### src/cpu_stack_pkg.sv
/*
  Shared constants and types for the processor register core: address map,
  flag positions, reset values, command and capture encodings.
  Assumes a 200 MHz system clock and a 16-bit address space.
*/
`default_nettype none
package cpu_stack_pkg;

  // ---------------------------------------------------------------------
  // Address map
  // ---------------------------------------------------------------------
  localparam logic [15:0] ROM_SMALL_BASE = 16'h3000;
  localparam logic [15:0] ROM_LARGE_BASE = 16'h2000;
  localparam logic [15:0] ADDR_TOP       = 16'h3fff;
  localparam logic [15:0] SPECIAL_BASE   = 16'h3f00;
  localparam logic [15:0] VECTOR_BASE    = 16'h3ff4;
  localparam logic [15:0] VEC_RESET_LO   = 16'h3ffe;
  localparam logic [15:0] ZERO_PAGE_TOP  = 16'h00ff;
  localparam logic [15:0] RAM_LOW_TOP    = 16'h007f;
  localparam logic [15:0] RAM_HIGH_BASE  = 16'h0100;
  localparam logic [15:0] RAM_HIGH_TOP   = 16'h027f;
  localparam logic [7:0]  SPECIAL_PAGE   = 8'h3f;
  localparam logic [7:0]  STACK_PAGE     = 8'h00;
  localparam int unsigned ROM_SMALL_BYTES = 4096;
  localparam int unsigned ROM_LARGE_BYTES = 8192;
  localparam int unsigned RAM_SMALL_BYTES = 128;
  localparam int unsigned RAM_LARGE_BYTES = 512;

  // ---------------------------------------------------------------------
  // Registers and flags
  // ---------------------------------------------------------------------
  localparam int unsigned PCH_WIDTH = 6;
  localparam int unsigned PC_WIDTH  = PCH_WIDTH + 8;
  localparam int unsigned FLAG_I    = 2;
  localparam int unsigned FLAG_T    = 5;
  localparam logic [7:0]  FLAGS_RESET = 8'h04;
  localparam logic [7:0]  DATA_RESET  = 8'h00;

  // ---------------------------------------------------------------------
  // Timing
  // ---------------------------------------------------------------------
  localparam int unsigned CLK_PERIOD_NS = 5;
  localparam int unsigned RESET_LOW_NS  = 2000;
  localparam int unsigned RESET_LOW_CYC =
    (RESET_LOW_NS + CLK_PERIOD_NS - 1) / CLK_PERIOD_NS;

  // ---------------------------------------------------------------------
  // Types
  // ---------------------------------------------------------------------
  typedef enum logic [4:0] {
    CMD_NOP, CMD_LOAD_A, CMD_LOAD_X, CMD_LOAD_Y, CMD_LOAD_FLAGS,
    CMD_COPY_X_SP, CMD_JUMP, CMD_CALL, CMD_CALL_SPECIAL, CMD_RETURN_SUB,
    CMD_INTERRUPT, CMD_RETURN_INT, CMD_PUSH_A, CMD_PULL_A, CMD_PUSH_FLAGS,
    CMD_PULL_FLAGS, CMD_EFF_ADDR, CMD_MEM_RESULT
  } cmd_type;

  typedef enum logic [1:0] {IDX_NONE, IDX_X, IDX_Y, IDX_T} idx_mode_type;

  typedef enum logic [2:0] {CAP_NONE, CAP_A, CAP_PS, CAP_PCL, CAP_PCH} cap_type;

endpackage
`default_nettype wire

### src/eff_addr_unit.sv
/*
  Effective address former for the indexed addressing modes.
  Purely combinational; the caller registers the result.
*/
`timescale 1ns/100ps
`default_nettype none
module eff_addr_unit
  import cpu_stack_pkg::*;
(
  // Operand and index values
  input  wire logic [15:0]  operandAddr,
  input  wire logic [7:0]   indexX,
  input  wire logic [7:0]   indexY,
  input  wire idx_mode_type mode,
  // Result
  output logic      [15:0]  effAddr
);

  // ---------------------------------------------------------------------
  // Sums wrap in 16 bits, as a carry out has nowhere to go
  // ---------------------------------------------------------------------
  wire logic [15:0] xSum = operandAddr + {8'h00, indexX};
  wire logic [15:0] ySum = operandAddr + {8'h00, indexY};

  assign effAddr = (mode == IDX_X) ? xSum :
                   (mode == IDX_Y) ? ySum :
                   (mode == IDX_T) ? {8'h00, indexX} : operandAddr;

endmodule
`default_nettype wire

### src/addr_region_decode.sv
/*
  Fixed address-region decode: ROM, special page, vectors, zero page, RAM.
  Combinational; ROM and RAM sizes select the part variant.
*/
`timescale 1ns/100ps
`default_nettype none
module addr_region_decode
  import cpu_stack_pkg::*;
#(
  parameter int unsigned ROM_BYTES = ROM_SMALL_BYTES,
  parameter int unsigned RAM_BYTES = RAM_SMALL_BYTES
)
(
  // Address under decode
  input  wire logic [15:0] addr,
  // Region hits
  output logic             romSel,
  output logic             specialSel,
  output logic             vectorSel,
  output logic             zeroSel,
  output logic             ramSel
);

  localparam logic [15:0] ROM_BASE =
    (ROM_BYTES == ROM_LARGE_BYTES) ? ROM_LARGE_BASE : ROM_SMALL_BASE;

  function automatic logic inRange(input logic [15:0] a,
                                   input logic [15:0] lo,
                                   input logic [15:0] hi);
    inRange = (a >= lo) && (a <= hi);
  endfunction

  // ---------------------------------------------------------------------
  // Region hits; the second RAM range exists only on the large variant
  // ---------------------------------------------------------------------
  wire logic highRam = (RAM_BYTES == RAM_LARGE_BYTES) &&
                       inRange(addr, RAM_HIGH_BASE, RAM_HIGH_TOP);

  assign romSel     = inRange(addr, ROM_BASE, ADDR_TOP);
  assign specialSel = inRange(addr, SPECIAL_BASE, ADDR_TOP);
  assign vectorSel  = inRange(addr, VECTOR_BASE, ADDR_TOP);
  assign zeroSel    = inRange(addr, 16'h0000, ZERO_PAGE_TOP);
  assign ramSel     = inRange(addr, 16'h0000, RAM_LOW_TOP) || highRam;

endmodule
`default_nettype wire

### src/cpu_stack_map.sv
/*
  Programmer-visible register core of a small 8-bit processor: accumulator,
  two index registers, 8-bit stack pointer with push/pull sequencing, a
  14-bit program counter, vector fetch and fixed address-region decode.
  Assumes a synchronous memory on the same clock that returns read data in
  the cycle after memRd_ff is seen high; commands arrive from the
  instruction sequencer on the same clock.
*/
// Notes on behaviour
// [RQ1] Program counter high byte holds six bits
// [RQ2] ROM decoded at top, 3000 or 2000 up
// [RQ3] Page 3F00-3FFF reached by two-byte call
// [RQ4] Vectors fetched from 3FF4 through 3FFF; vecNum 6 and 7 fetch from 3FF2 and 3FF0 instead
// [RQ5] Zero page is 0000 through 00FF
// [RQ6] RAM 0000-007F, plus 0100-027F on large
// [RQ7] RAM holds both data and stack
// [RQ8] Eight-bit accumulator is main data register
// [RQ9] X-indexed address is operand plus X
// [RQ10] T flag: X itself addresses second operand
// [RQ11] Y-indexed address is operand plus Y
// [RQ12] Stack pointer points free; decrement after push
// [RQ13] Reset keeps stack pointer; software loads it
// [RQ14] Interrupt pushes PC high, PC low, flags
// [RQ15] Return from interrupt pops flags, low, high
// [RQ16] Accumulator saved only by push/pull accumulator
// [RQ17] Push/pull flags store and reload flags
// [RQ18] Call pushes only PC; return restores it
// [RQ19] Reset pin held low over two microseconds; rst is active high, held 400 cycles (2000 ns) in check_stack, 3 cycles for the first reset
// [RQ20] T flag: memory operations bypass accumulator
// [RQ21] Stack address high byte is zero
`timescale 1ns/100ps
`default_nettype none
module cpu_stack_map
  import cpu_stack_pkg::*;
#(
  parameter int unsigned ROM_BYTES = ROM_SMALL_BYTES,
  parameter int unsigned RAM_BYTES = RAM_SMALL_BYTES
)
(
  // Clock and reset
  input  wire logic               sys_clk,
  input  wire logic               rst,
  // Command port
  input  wire logic               cmdValid,
  input  wire cmd_type            cmdOp,
  input  wire logic [7:0]         cmdData,
  input  wire logic [15:0]        cmdAddr,
  input  wire idx_mode_type       idxMode,
  input  wire logic [2:0]         vecNum,
  output logic                    busy_ff,
  // Register view
  output logic [7:0]              accum_ff,
  output logic [7:0]              indexX_ff,
  output logic [7:0]              indexY_ff,
  output logic [7:0]              stackPtr_ff,
  output logic [7:0]              flags_ff,
  output logic [PC_WIDTH-1:0]     progCounter_ff,
  output logic [15:0]             effAddr_ff,
  // Memory port
  output logic [15:0]             memAddr_ff,
  output logic [7:0]              memWrData_ff,
  output logic                    memWr_ff,
  output logic                    memRd_ff,
  input  wire logic [7:0]         memRdData,
  // Region hits for memAddr_ff
  output logic                    romSel_ff,
  output logic                    specialSel_ff,
  output logic                    vectorSel_ff,
  output logic                    zeroSel_ff,
  output logic                    ramSel_ff
);

  // ---------------------------------------------------------------------
  // State and internal registers
  // ---------------------------------------------------------------------
  typedef enum logic [3:0] {
    ST_IDLE, ST_PUSH_PCH, ST_PUSH_PCL, ST_PUSH_PS, ST_POP_PS,
    ST_POP_PCL, ST_POP_PCH, ST_VEC_LO, ST_VEC_HI, ST_DRAIN
  } state_type;

  state_type         state_ff, nxtState;
  cap_type           cap1_ff, cap2_ff, nxt_cap;
  logic              isIrq_ff, nxt_isIrq;
  logic [15:0]       vecAddr_ff, nxt_vecAddr;
  logic [PC_WIDTH-1:0] callTarget_ff, nxt_callTarget;
  logic [7:0]        nxt_accum, nxt_indexX, nxt_indexY, nxt_stackPtr, nxt_flags;
  logic [PC_WIDTH-1:0] nxt_progCounter;
  logic [15:0]       nxt_effAddr, nxt_memAddr;
  logic [7:0]        nxt_memWrData;
  logic              nxt_memWr, nxt_memRd;
  logic [15:0]       eaValue;
  logic              romHit, specialHit, vectorHit, zeroHit, ramHit;

  // ---------------------------------------------------------------------
  // Named decodes
  // ---------------------------------------------------------------------
  // Commands are only taken with the capture pipe empty
  wire logic cmdTake = cmdValid && (state_ff == ST_IDLE) &&
                       (cap1_ff == CAP_NONE) && (cap2_ff == CAP_NONE);
  wire logic [7:0]  spDec     = stackPtr_ff - 8'h01;
  wire logic [7:0]  spInc     = stackPtr_ff + 8'h01;
  wire logic [15:0] pushAddr  = {STACK_PAGE, stackPtr_ff};      // RQ21
  wire logic [15:0] popAddr   = {STACK_PAGE, spInc};            // RQ21
  wire logic [7:0]  pcHighByte = {2'b00, progCounter_ff[PC_WIDTH-1:8]};
  wire logic        tFlag     = flags_ff[FLAG_T];
  wire logic [15:0] vecStart  = VEC_RESET_LO - {12'h000, vecNum, 1'b0};
  wire logic [PC_WIDTH-1:0] specialTarget =
    {SPECIAL_PAGE[PCH_WIDTH-1:0], cmdData};                     // RQ3

  // ---------------------------------------------------------------------
  // Submodules
  // ---------------------------------------------------------------------
  eff_addr_unit u_ea (
    .operandAddr (cmdAddr),
    .indexX      (indexX_ff),
    .indexY      (indexY_ff),
    .mode        (idxMode),
    .effAddr     (eaValue)
  );

  addr_region_decode #(
    .ROM_BYTES (ROM_BYTES),
    .RAM_BYTES (RAM_BYTES)
  ) u_dec (
    .addr       (nxt_memAddr),
    .romSel     (romHit),
    .specialSel (specialHit),
    .vectorSel  (vectorHit),
    .zeroSel    (zeroHit),
    .ramSel     (ramHit)
  );

  // ---------------------------------------------------------------------
  // Next-state logic
  // ---------------------------------------------------------------------
  // Read data lands two cycles after the pop is issued, so captures
  // overlap with later pops instead of stalling each one
  always_comb
  begin
    nxtState        = state_ff;
    nxt_cap         = CAP_NONE;
    nxt_isIrq       = isIrq_ff;
    nxt_vecAddr     = vecAddr_ff;
    nxt_callTarget  = callTarget_ff;
    nxt_accum       = accum_ff;
    nxt_indexX      = indexX_ff;
    nxt_indexY      = indexY_ff;
    nxt_stackPtr    = stackPtr_ff;
    nxt_flags       = flags_ff;
    nxt_progCounter = progCounter_ff;
    nxt_effAddr     = effAddr_ff;
    nxt_memAddr     = memAddr_ff;
    nxt_memWrData   = memWrData_ff;
    nxt_memWr       = 1'b0;
    nxt_memRd       = 1'b0;
    case (cap2_ff)
      CAP_A:   nxt_accum = memRdData;                            // RQ16
      CAP_PS:  nxt_flags = memRdData;                            // RQ17
      CAP_PCL: nxt_progCounter[7:0] = memRdData;                 // RQ18
      CAP_PCH: nxt_progCounter[PC_WIDTH-1:8] = memRdData[PCH_WIDTH-1:0]; // RQ1
      default: ;
    endcase
    case (state_ff)
      ST_IDLE:
      begin
        if (cmdTake)
        begin
          case (cmdOp)
            CMD_LOAD_A:     nxt_accum = cmdData;                 // RQ8
            CMD_LOAD_X:     nxt_indexX = cmdData;
            CMD_LOAD_Y:     nxt_indexY = cmdData;
            CMD_LOAD_FLAGS: nxt_flags = cmdData;
            CMD_COPY_X_SP:  nxt_stackPtr = indexX_ff;            // RQ13
            CMD_JUMP:       nxt_progCounter = cmdAddr[PC_WIDTH-1:0]; // RQ1
            CMD_EFF_ADDR:   nxt_effAddr = eaValue;               // RQ9 RQ11
            CMD_MEM_RESULT:
            begin
              if (tFlag)
              begin
                nxt_memAddr = {8'h00, indexX_ff};                // RQ10 RQ20
                nxt_memWrData = cmdData;
                nxt_memWr = 1'b1;
              end
              else
                nxt_accum = cmdData;
            end
            CMD_CALL, CMD_CALL_SPECIAL:
            begin
              nxt_callTarget = (cmdOp == CMD_CALL_SPECIAL) ?
                               specialTarget : cmdAddr[PC_WIDTH-1:0];
              nxt_isIrq = 1'b0;
              nxtState = ST_PUSH_PCH;                            // RQ18
            end
            CMD_INTERRUPT:
            begin
              nxt_vecAddr = vecStart;
              nxt_isIrq = 1'b1;
              nxtState = ST_PUSH_PCH;                            // RQ14
            end
            CMD_RETURN_INT: nxtState = ST_POP_PS;                // RQ15
            CMD_RETURN_SUB: nxtState = ST_POP_PCL;               // RQ18
            CMD_PUSH_A, CMD_PUSH_FLAGS:
            begin
              nxt_memAddr = pushAddr;
              nxt_memWrData = (cmdOp == CMD_PUSH_A) ? accum_ff : flags_ff; // RQ16 RQ17
              nxt_memWr = 1'b1;
              nxt_stackPtr = spDec;                              // RQ12
            end
            CMD_PULL_A, CMD_PULL_FLAGS:
            begin
              nxt_memAddr = popAddr;
              nxt_memRd = 1'b1;
              nxt_stackPtr = spInc;
              nxt_cap = (cmdOp == CMD_PULL_A) ? CAP_A : CAP_PS;  // RQ16 RQ17
              nxtState = ST_DRAIN;
            end
            default: ;
          endcase
        end
      end
      ST_PUSH_PCH, ST_PUSH_PCL, ST_PUSH_PS:
      begin
        nxt_memAddr = pushAddr;                                  // RQ7
        nxt_memWr = 1'b1;
        nxt_stackPtr = spDec;                                    // RQ12
        case (state_ff)
          ST_PUSH_PCH:
          begin
            nxt_memWrData = pcHighByte;                          // RQ14
            nxtState = ST_PUSH_PCL;
          end
          ST_PUSH_PCL:
          begin
            nxt_memWrData = progCounter_ff[7:0];
            if (isIrq_ff)
              nxtState = ST_PUSH_PS;
            else
            begin
              nxt_progCounter = callTarget_ff;                   // RQ18
              nxtState = ST_IDLE;
            end
          end
          default:
          begin
            nxt_memWrData = flags_ff;                            // RQ14
            nxt_flags[FLAG_I] = 1'b1;
            nxtState = ST_VEC_LO;
          end
        endcase
      end
      ST_POP_PS, ST_POP_PCL, ST_POP_PCH:
      begin
        nxt_memAddr = popAddr;
        nxt_memRd = 1'b1;
        nxt_stackPtr = spInc;
        case (state_ff)
          ST_POP_PS:
          begin
            nxt_cap = CAP_PS;                                    // RQ15
            nxtState = ST_POP_PCL;
          end
          ST_POP_PCL:
          begin
            nxt_cap = CAP_PCL;
            nxtState = ST_POP_PCH;
          end
          default:
          begin
            nxt_cap = CAP_PCH;
            nxtState = ST_DRAIN;
          end
        endcase
      end
      ST_VEC_LO:
      begin
        nxt_memAddr = vecAddr_ff;                                // RQ4
        nxt_memRd = 1'b1;
        nxt_cap = CAP_PCL;
        nxtState = ST_VEC_HI;
      end
      ST_VEC_HI:
      begin
        nxt_memAddr = vecAddr_ff + 16'h0001;                     // RQ4
        nxt_memRd = 1'b1;
        nxt_cap = CAP_PCH;
        nxtState = ST_DRAIN;
      end
      ST_DRAIN:
        if (cap1_ff == CAP_NONE)
          nxtState = ST_IDLE;
      default: nxtState = ST_IDLE;
    endcase
  end

  // ---------------------------------------------------------------------
  // Registers
  // ---------------------------------------------------------------------
  // Stack pointer has no reset on purpose: software must copy X into it
  always_ff @(posedge sys_clk)
  begin
    stackPtr_ff <= nxt_stackPtr;                                 // RQ13
  end

  // Reset starts a fetch of the reset vector into the program counter
  always_ff @(posedge sys_clk or posedge rst)
  begin
    if (rst)
    begin
      state_ff       <= ST_VEC_LO;
      cap1_ff        <= CAP_NONE;
      cap2_ff        <= CAP_NONE;
      isIrq_ff       <= 1'b0;
      vecAddr_ff     <= VEC_RESET_LO;
      callTarget_ff  <= '0;
      busy_ff        <= 1'b1;
      accum_ff       <= DATA_RESET;
      indexX_ff      <= DATA_RESET;
      indexY_ff      <= DATA_RESET;
      flags_ff       <= FLAGS_RESET;
      progCounter_ff <= '0;
      effAddr_ff     <= 16'h0000;
      memAddr_ff     <= 16'h0000;
      memWrData_ff   <= DATA_RESET;
      memWr_ff       <= 1'b0;
      memRd_ff       <= 1'b0;
    end
    else
    begin
      state_ff       <= nxtState;
      cap1_ff        <= nxt_cap;
      cap2_ff        <= cap1_ff;
      isIrq_ff       <= nxt_isIrq;
      vecAddr_ff     <= nxt_vecAddr;
      callTarget_ff  <= nxt_callTarget;
      busy_ff        <= (nxtState != ST_IDLE);
      accum_ff       <= nxt_accum;
      indexX_ff      <= nxt_indexX;
      indexY_ff      <= nxt_indexY;
      flags_ff       <= nxt_flags;
      progCounter_ff <= nxt_progCounter;
      effAddr_ff     <= nxt_effAddr;
      memAddr_ff     <= nxt_memAddr;
      memWrData_ff   <= nxt_memWrData;
      memWr_ff       <= nxt_memWr;
      memRd_ff       <= nxt_memRd;
    end
  end

  // Region flags registered alongside the address they describe
  always_ff @(posedge sys_clk or posedge rst)
  begin
    if (rst)
    begin
      romSel_ff     <= 1'b0;
      specialSel_ff <= 1'b0;
      vectorSel_ff  <= 1'b0;
      zeroSel_ff    <= 1'b1;
      ramSel_ff     <= 1'b1;
    end
    else
    begin
      romSel_ff     <= romHit;                                   // RQ2
      specialSel_ff <= specialHit;                               // RQ3
      vectorSel_ff  <= vectorHit;                                // RQ4
      zeroSel_ff    <= zeroHit;                                  // RQ5
      ramSel_ff     <= ramHit;                                   // RQ6
    end
  end
endmodule
`default_nettype wire

### config.mk
export PLATFORM = sky130hd
export DESIGN_NAME = cpu_stack_map
export DESIGN_NICKNAME = d
export VERILOG_FILES = /design/src/cpu_stack_pkg.sv /design/src/eff_addr_unit.sv /design/src/addr_region_decode.sv /design/src/cpu_stack_map.sv
export SDC_FILE = /design/constraint.sdc
export NUM_CORES = 1
export LEC_CHECK = 0
export ABC_AREA = 1
export CORE_MARGIN = 8
export CORE_UTILIZATION = 45
export DETAILED_ROUTE_END_ITERATION = 7
export DONT_BUFFER_PORTS = 1
export GPL_TIMING_DRIVEN = 0
export HOLD_SLACK_MARGIN = 0.1
export PLACE_DENSITY = 0.59
export SYNTH_ARGS = -nofsm -noshare
export SYNTH_HDL_FRONTEND = slang
export SYNTH_SLANG_ARGS = --single-unit
### constraint.sdc
create_clock -name sys_clk -period 8.19 [get_ports sys_clk]
set_clock_uncertainty 0.15 [all_clocks]
set_input_delay 0.819 -clock sys_clk [delete_from_list [all_inputs] [get_ports sys_clk]]
set_output_delay 0.819 -clock sys_clk [all_outputs]
set_load 0.01 [all_outputs]
* Yosys cells after proc, flatten, opt, wreduce, memory -nomap -nowiden *
Cells that the tools add are included.

operators by class
  $lt $le $gt $ge = 7
  add/sub/neg operators = 6
  muxes and demuxes = 56
  equal/unequal tests = 37
  reductions and logical operators = 31

operator list
  kind                     number
  $mux W8                  12
  $mux W16                 5
  $pmux W16 S5             1
  $mux W14                 5
  $pmux W8 S2              4
  $ge A16 B14 Y1 const B   3
  $pmux W16 S3             1
  $pmux W8 S3              2
  $eq A5 B4 Y1 const B     8
  $add A16 B8 Y16          2
  $pmux W14 S2             1
  $pmux W4 S6              1
  $reduce_and A3 Y1        7
  $eq A5 B3 Y1 const B     4
  $add A16 B1 Y16 const B  1
  $eq A4 B3 Y1 const B     4
  $ge A16 B1 Y1 const B    1
  $le A16 B14 Y1 const B   1
  $le A16 B7 Y1 const B    1
  $le A16 B8 Y1 const B    1
  $pmux W4 S2              2
  $pmux W4 S4              1
  $sub A14 B4 Y15 const A  1
  $pmux W3 S4              1
  34 further kinds         67

word-level totals
  output and inout port bits = 102
  input port bits = 45
  word-level logic and storage cells = 160
  register bits after elaboration = 143

* Logic depth before layout (Yosys ltp) *
Gate-level depths: netlist (run 1).

  word-level depth = 8
  depth in mapped cells = 15
  mapped depth without buffers = 14

* Modules after synthesis *
A second synthesis (run 1) with hierarchy kept.

second synthesis, totals
  cells, all modules = 1338
  area total of the unflattened synthesis = 9044.9 um^2

by module, submodules not included
  module              area each (um^2)  times used  sequential area each (um^2)  cells an instance
  cpu_stack_map       7340.8            1           3305.7                       995
  eff_addr_unit       1605.3            1           0.0                          321
  addr_region_decode  98.8              1           0.0                          22

* Worst setup path after synthesis (run 1) *
OpenSTA, ideal clock, no wires.

  path type = input to register
  start = input port cmdAddr[0]
  end = register effAddr_ff[10]
  setup time = 65 ps
  data arrival time = 2581 ps
  cell stages on the path = 14
  setup slack = 5394 ps
  data required time = 7975 ps
  cells stage by stage = ha_1 > inv_1 > fa_1 > inv_1 > nand2_1 > o21ai_0 > inv_1 > o211ai_1 > nand2_1 > o21ai_0 > nand3_1 > nand2_1 > nand2_1 > nand2_1

on the way
  cells in the longest elaborated chain, start to end = 3

ends and longest elaborated chain
  element                 RTL line              RTL
  start: declaration      cpu_stack_map.sv:47   input wire logic [15:0] cmdAddr,
  $add A16 B8 Y16         eff_addr_unit.sv:23   wire logic [15:0] ySum = operandAddr + {8'h00, indexY};
  $mux W16                eff_addr_unit.sv:26   (mode == IDX_Y) ? ySum :
  $mux W16 (*)            eff_addr_unit.sv:25   assign effAddr = (mode == IDX_X) ? xSum :
  end signal: assignment  cpu_stack_map.sv:341  effAddr_ff <= nxt_effAddr;
  end: declaration        cpu_stack_map.sv:58   output logic [15:0] effAddr_ff,

Every way passes the cells marked *; elsewhere a longest branch is shown, timed or not.
A chain may end at the register's enable or synchronous reset.

* Worst setup path in the final report (run 1) *
  start = register indexY_ff[0]
  end = register effAddr_ff[14]

on the way
  cells in the longest elaborated chain, start to end = 3

ends and longest elaborated chain
  element                   RTL line              RTL
  start: declaration        cpu_stack_map.sv:54   output logic [7:0] indexY_ff,
  start signal: assignment  cpu_stack_map.sv:338  indexY_ff <= nxt_indexY;
  $add A16 B8 Y16           eff_addr_unit.sv:23
  $mux W16                  eff_addr_unit.sv:26
  $mux W16                  eff_addr_unit.sv:25

Every way passes these cells.

==> results.py, run 1 <==
metrics = {
    "clocking": {
        "cts.path.max_buffers": 2,
        "cts_buffers": 17,
        "clock-sinks": 130,
        "clockRootBuffer": "clkbuf_16",
        "cts_max_level": 4,
        "clock_latency_ns": 0.43,
        "postCtsHoldBufs": 0,
        "cts_tree": "yes",
        "cts_resized": 0,
        "clkTransAtPathRegs_ns": 0.06,
        "cts_setup_buffers": 0,
    },
    "power": {
        "p_leak_nw": 4.39,
        "p_per_area_nw_per_um2": 376,
        "ir_drop_mv": 0.146,
    },
    "global_route": {
        "grt_pass1_wl_mm": 44.7,
        "grt_pass1_vias": 7474,
        "antenna_found_initial": 0,
        "grt_max_degree": 79,
        "track_usage_pct": 24.8,
        "overflow": 0,
    },
    "route": {
        "wl_mm": 28.8,
        "initialDrtViolationCount": 704,
        "drc_errors": 0,
        "drt_pass1_iterations": 5,
        "routedWlPerCell_um": 20.7,
        "vias_per_cell": 5.66,
        "ant_nets": 0,
        "vias": 7866,
    },
    "logic_synthesis": {
        "syn_nets": 1187,
        "synth_cells": 1122,
        "syn_area_um2": 8350,
        "synthDistinctLibCells": 57,
        "ys_seq_area_share_pct": 39.6,
        "avgSynthCellArea_um2": 7.44,
        "yosys_warnings": 0,
        "synth-seq-cells": 130,
    },
    "finish": {
        "n_antenna_cell": 0,
        "fin_nets": 1207,
        "area_growth_pct": 10.8,
        "layout-drive-gt1-share_pct": 10.1,
    },
    "place": {
        "place_ws_ns": 5.01,
        "dp_hpwl_mm": 22.4,
        "place_congestion": 0.936,
        "numPortBuffers": 0,
    },
    "worst_setup_path": {
        "max_stage_delay_ns": 0.48,
        "worstPathMaxFanout": 6,
        "start_kind": "flop",
        "crit_path_start": "indexY_ff[0]",
        "r2r_slack_ns": 5.24,
        "timing.reg2reg.worst_path_depth": 14,
        "cp_common_cell": "nand2_1",
        "crit_path_end": "effAddr_ff[14]",
        "critPathArrivalTime_ns": 3.17,
        "crit_required_ns": 8.41,
        "worstPathCellList": "ha_1, inv_1, fa_1, inv_1, nand2_1, o21ai_0, inv_1, o211ai_1, nand2_1, o21ai_0, nand3_1, nand2_1, nand2_1, nand2_1",
        "r2r_start": "indexY_ff[0]",
        "crit_path_end_kind": "flop",
        "timing.rr.end": "effAddr_ff[14]",
        "path_class": "reg2reg",
        "slowest_stage": "dfrtp_1",
    },
    "floorplan": {
        "start_util_pct": 45.3,
        "die_h_um": 152,
        "chipWidth_um": 152,
        "die_area_um2": 23200,
        "coreArea_um2": 18500,
        "num_rows": 50,
        "ios": 147,
    },
    "timing": {
        "worst_pin_slew_ns": 1.02,
        "period_needed_ns": 2.95,
        "fmax_mhz": 339,
        "worst_slack_ns": 5.24,
        "tns_ns": 0,
        "hold_viol": 0,
        "finalCritPeriodShare_pct": 36.1,
        "setup_violations": 0,
        "slew_headroom_pct": 31.5,
        "drv_slew": 0,
        "rsz0062_at_grt": "false",
    },
    "min_path": {
        "min_path_type": "in2async",
    },
    "outcome": {
        "status": "complete, no violations",
    },
    "flow_run": {
        "cap_violations": 0,
    },
}
==> synthesized netlist by cell type, drive strengths merged <==
master / count / area [um2]
a41oi: 1 / 8.76
o2111ai: 5 / 43.8
nor4: 2 / 42.5
o21bai: 3 / 22.5
o21ai: 107 / 543
a31oi: 1 / 6.26
o41ai: 1 / 8.76
a21oi: 56 / 284
o211ai: 17 / 128
a22oi: 3 / 22.5
dfstp: 10 / 263
o21a: 5 / 37.5
xnor2: 3 / 26.3
buf: 14 / 87.6
nand3b: 1 / 7.51
nand2: 294 / 1150
o22ai: 14 / 87.6
nand3: 93 / 510
nor2: 102 / 453
a21boi: 2 / 15.0
a211oi: 1 / 7.51
a221oi: 8 / 70.1
ha: 18 / 225
clkinv: 1 / 3.75
clkbuf: 18 / 67.6
edfxtp: 8 / 240
fa: 2 / 40.0
o221ai: 18 / 158
nand4: 11 / 90.1
o31ai: 1 / 7.51
a32oi: 6 / 52.6
a21o: 1 / 7.51
xor2: 9 / 78.8
a22o: 1 / 8.76
a221o: 1 / 10.0
or2: 6 / 37.5
mux2: 1 / 11.3
inv: 148 / 556
nor3: 14 / 103
a2bb2oi: 3 / 26.3
dfrtp: 112 / 2800
==> cells by family after synthesis <==
logic type	count (synthesis)	share of synthesized area (%)
flops	130	39.6
fa+ha+maj	20	3.18
mux	1	0.135
buf+inv	181	8.55
xor+xnor	12	1.26
compound gates	255	18.6
simple gates	523	28.7
==> area by class of cell <==
type / instances / area (um2)
fillers: 1805 / 9200
multi-input cells: 811 / 4330
flip-flops and latches: 130 / 3310
inverters: 149 / 564
clock buffers: 17 / 425
well taps: 234 / 293
plain buffers: 32 / 155
clock inverters: 15 / 150
repair buffers: 1 / 27.5
==> cell usage in the layout, fill, tap and decap left out, types with 14 or more instances in the layout <==
| cell | count |
|---|---|
| nand2_1 | 281 |
| inv_1 | 139 |
| dfrtp_1 | 112 |
| o21ai_0 | 104 |
| nor2_1 | 88 |
| nand3_1 | 87 |
| a21oi_1 | 55 |
| clkbuf_1 | 18 |
| o221ai_1 | 18 |
| ha_1 | 18 |
| o211ai_1 | 17 |
| clkbuf_16 | 17 |
| o22ai_1 | 14 |
==> state kept, by name (all words and copies together), names as in the netlist, 3 cells and up <==
register	flops
effAddr_ff	16
memAddr_ff	16
callTarget_ff	14
progCounter_ff	14
accum_ff	8
flags_ff	8
indexX_ff	8
indexY_ff	8
memWrData_ff	8
stackPtr_ff	8
state_ff	4
cap1_ff	3
cap2_ff	3
vecAddr_ff	3
==> per-stage QoR <==
step	instances	power, mW	instance area, um2	utilization (%)	hold slack [ns]
floorplan	1122	2.28	8350	-	0.204
global placement	1356	2.71	8640	46.8	0.212
detailed placement	1357	2.73	8680	47.0	0.218
CTS	1389	3.49	9250	50.1	0.128
global route	1389	3.74	9250	50.1	0.143
finish	1389	3.48	9250	50.1	0.118
==> how the worst min path moves through the flow <==
stage | startpoint | to | slack, ns | cells past startpoint
finish | rst | memWrData_ff[0] | 0.12 | 1
global route | rst | memWrData_ff[0] | 0.14 | 1
CTS | rst | memWrData_ff[0] | 0.13 | 1
detailed placement | cap1_ff[1] | cap2_ff[1] | 0.22 | 0
global placement | cap1_ff[2] | cap2_ff[2] | 0.21 | 0
floorplan | cap1_ff[2] | cap2_ff[2] | 0.20 | 0
==> routing by layer <==
layer  global-route usage, %  wire length [um]  share of wire (%)  vias up
li1                        -                 -                  -     3818
met1                    31.4             12100                 42     3698
met2                    39.8             13500                 47      305
met3                    8.39              2720                9.5       45
met4                    6.47               503                1.7        0
met5                       0                 0                  0        -
==> critical path, delay by kind of cell, from the launching register on <==
kind | cells | cell delay [ns]
buffers and inverters | 3 | 0.25
and+or+nand+nor | 6 | 0.52
DFF | 1 | 0.48
AOI/OAI and AO/OA | 3 | 0.84
adders and majority gates | 2 | 0.65
==> power by group <==
part / total, mW / switching (mW) / internal, mW
Combinational: 1.42 / 0.948 / 0.474
Sequential: 1.31 / 0.362 / 0.946
Clock: 0.749 / 0.323 / 0.426
Power figures use the tool's default switching activity.
==> run 2, diff against run 1 <==
--- a/config.mk
+++ b/config.mk
@@ -12,7 +12,7 @@
 export DONT_BUFFER_PORTS = 1
 export GPL_TIMING_DRIVEN = 0
 export HOLD_SLACK_MARGIN = 0.1
-export PLACE_DENSITY = 0.59
+export PLACE_DENSITY = 0.61
 export SYNTH_ARGS = -nofsm -noshare
 export SYNTH_HDL_FRONTEND = slang
 export SYNTH_SLANG_ARGS = --single-unit
==> constraint.sdc (replaced) <==
create_clock -name sys_clk -period 2.7 [get_ports sys_clk]
set_clock_uncertainty 0.15 [all_clocks]
set_input_delay 0.27 -clock sys_clk [delete_from_list [all_inputs] [get_ports sys_clk]]
set_output_delay 0.27 -clock sys_clk [all_outputs]
set_load 0.01 [all_outputs]
==> run 2 against run 1 <==
Against the previous run:
- first-iteration DRC count is 37% higher
- register-to-register slack got worse by 5.1 ns
- setup slack got worse by 5.1 ns
- combinational power grew to 3.1 times the previous value
- via count rose by 4.9%
- non-clock buffer count grew 43
- sequential share of layout area fell by 1.7 points
- largest power group unchanged
- global-route usage increased by 0.20 points
- critical endpoint is now effAddr_ff[8]
- final area grew 5.1%
- power grew to 3.1 times the previous value
==> results.py, run 2 (same netlist as run 1, synthesis figures left out) <==
metrics = {
    "worst_setup_path": {
        "timing.critical_path.buf_inv": 5,
        "worstPathCellList": "dlygate4sd3_1, inv_1, fa_1, inv_1, nand2_1, o21ai_2, inv_1, o211ai_1, buf_4, nand3_1, nand3_1, nand3_1, o21a_1",
        "start_kind": "input port",
        "slowest_stage": "dlygate4sd3_1",
        "crit_required_ns": 2.87,
        "max_stage_delay_ns": 0.63,
        "crit_path_end_kind": "flop",
        "path_class": "in2reg",
        "cp_top_family": "buffers and inverters",
        "critPathArrivalTime_ns": 2.78,
        "worstPathMaxFanout": 5,
    },
    "global_route": {
        "overflow": 0,
        "grt_max_degree": 38,
        "grt_pass1_wl_mm": 45.7,
        "track_usage_pct": 25.0,
        "antenna_found_initial": 1,
        "grt_pass1_vias": 7835,
    },
    "floorplan": {
        "num_rows": 50,
        "coreArea_um2": 18500,
        "die_area_um2": 23200,
        "die_h_um": 152,
        "chipWidth_um": 152,
        "ios": 147,
        "start_util_pct": 45.3,
    },
    "finish": {
        "final_cell_mix": "nand2_1, inv_1, dfrtp_1",
        "n_antenna_cell": 0,
        "fin_nets": 1250,
        "instances_no_fill": 1431,
        "area_growth_pct": 16.4,
        "ff_latch_area_um2": 3310,
        "final_common_cell": "nand2_1",
        "reg.largest.list": "effAddr_ff: 16 flops, memAddr_ff: 16 flops",
        "multiInputGateArea_um2": 4360,
        "layout-drive-gt1-share_pct": 10.6,
        "fillCellCount": 1811,
        "fin_util_pct": 52.7,
    },
    "route": {
        "vias": 8248,
        "wl_mm": 29.4,
        "ant_nets": 0,
        "vias_per_cell": 5.76,
        "routedWlPerCell_um": 20.5,
        "drc_errors": 0,
        "drt_pass1_iterations": 5,
        "initialDrtViolationCount": 962,
    },
    "clocking": {
        "clock_latency_ns": 0.43,
        "clockRootBuffer": "clkbuf_16",
        "cts.path.max_buffers": 2,
        "clock-sinks": 130,
        "cts_max_level": 4,
        "cts_buffers": 17,
        "clkTransAtPathRegs_ns": 0.06,
        "cts_tree": "yes",
    },
    "timing": {
        "worst_pin_slew_ns": 1.04,
        "drv_slew": 0,
        "hold_slack_ns": 0.110,
        "slew_headroom_pct": 30.1,
        "tns_ns": 0,
        "rsz0062_at_grt": "false",
        "hold_viol": 0,
        "fmax_mhz": 384,
        "worst_slack_ns": 0.0971,
        "setup_violations": 0,
        "finalCritPeriodShare_pct": 96.4,
        "period_needed_ns": 2.60,
    },
    "power": {
        "p_leak_nw": 4.58,
        "p_per_area_nw_per_um2": 1100,
        "ir_drop_mv": 0.481,
    },
    "place": {
        "numPortBuffers": 0,
        "dp_hpwl_mm": 22.4,
        "place_ws_ns": -0.276,
        "dp.cells": 1360,
        "place_congestion": 0.935,
    },
    "flow_run": {
        "cap_violations": 0,
    },
    "outcome": {
        "status": "complete, no violations",
    },
    "min_path": {
        "min_path_type": "in2async",
    },
}
## run 2: power by group
| part | internal [mW] | switching (mW) | leakage, nW |
|---|---|---|---|
| clock | 1.29 | 0.924 | 0.266 |
| combinational | 1.52 | 2.95 | 2.67 |
| sequential | 2.87 | 1.11 | 1.65 |
| total | 5.68 | 4.98 | 4.58 |
## run 2: repair_timing
action,4_1_cts,5_1_grt
setup endpoints to repair,4,14
setup buffers,1,0
endpoints found under the hold margin,189,0
resized for setup,3,10
pin swaps,1,1
hold buffers,39,0
## run 2: per-layer routing
| metal | vias to the layer above | track usage [%] | share of wire [%] |
|---|---|---|---|
| li1 | 3909 | - | - |
| met1 | 3901 | 31.9 | 42 |
| met2 | 380 | 40.0 | 46 |
| met3 | 56 | 7.20 | 9.2 |
| met4 | 2 | 8.28 | 2.4 |
| met5 | - | 0 | 0.054 |
## run 2: final timing paths
check | from | end | slack, ns | cells after the start
max | cmdAddr[1] | effAddr_ff[8] | 0.1 | 13
min | rst | flags_ff[7] | 0.11 | 2
max reg2reg | state_ff[3] | memWrData_ff[2] | 0.1 | 10
min reg2reg | cap1_ff[0] | cap2_ff[0] | 0.22 | 0
max in group asynchronous | rst | vecAddr_ff[3] | 1.53 | 4
min in group sys_clk | cmdData[7] | flags_ff[7] | 0.13 | 2
## run 2: worst reg2reg max path: cells and delay by family, from the launching register on
family                 cells  cell delay [ns]
AOI/OAI and AO/OA          2             0.55
buffers and inverters      4             0.72
DFF                        1             0.41
and+or+nand+nor            4             0.67
## run 2: final cells by class
cell class              instances  share of cell area, %
clock buffers                  19                   4.56
plain buffers                  32                   1.61
inverters                     149                   5.79
flip-flops and latches        130                   34.0
clock inverters                12                   1.12
well taps                     234                   3.01
multi-input cells             811                   44.9
repair buffers                 44                   4.99
## run 2: through the flow
stage / area, um2 / power, mW
final: 9720 / 10.7
after global routing: 9720 / 11.4
after CTS: 9690 / 10.6
after detailed placement: 8740 / 8.29
after global placement: 8650 / 8.20
after floorplan: 8360 / 6.91
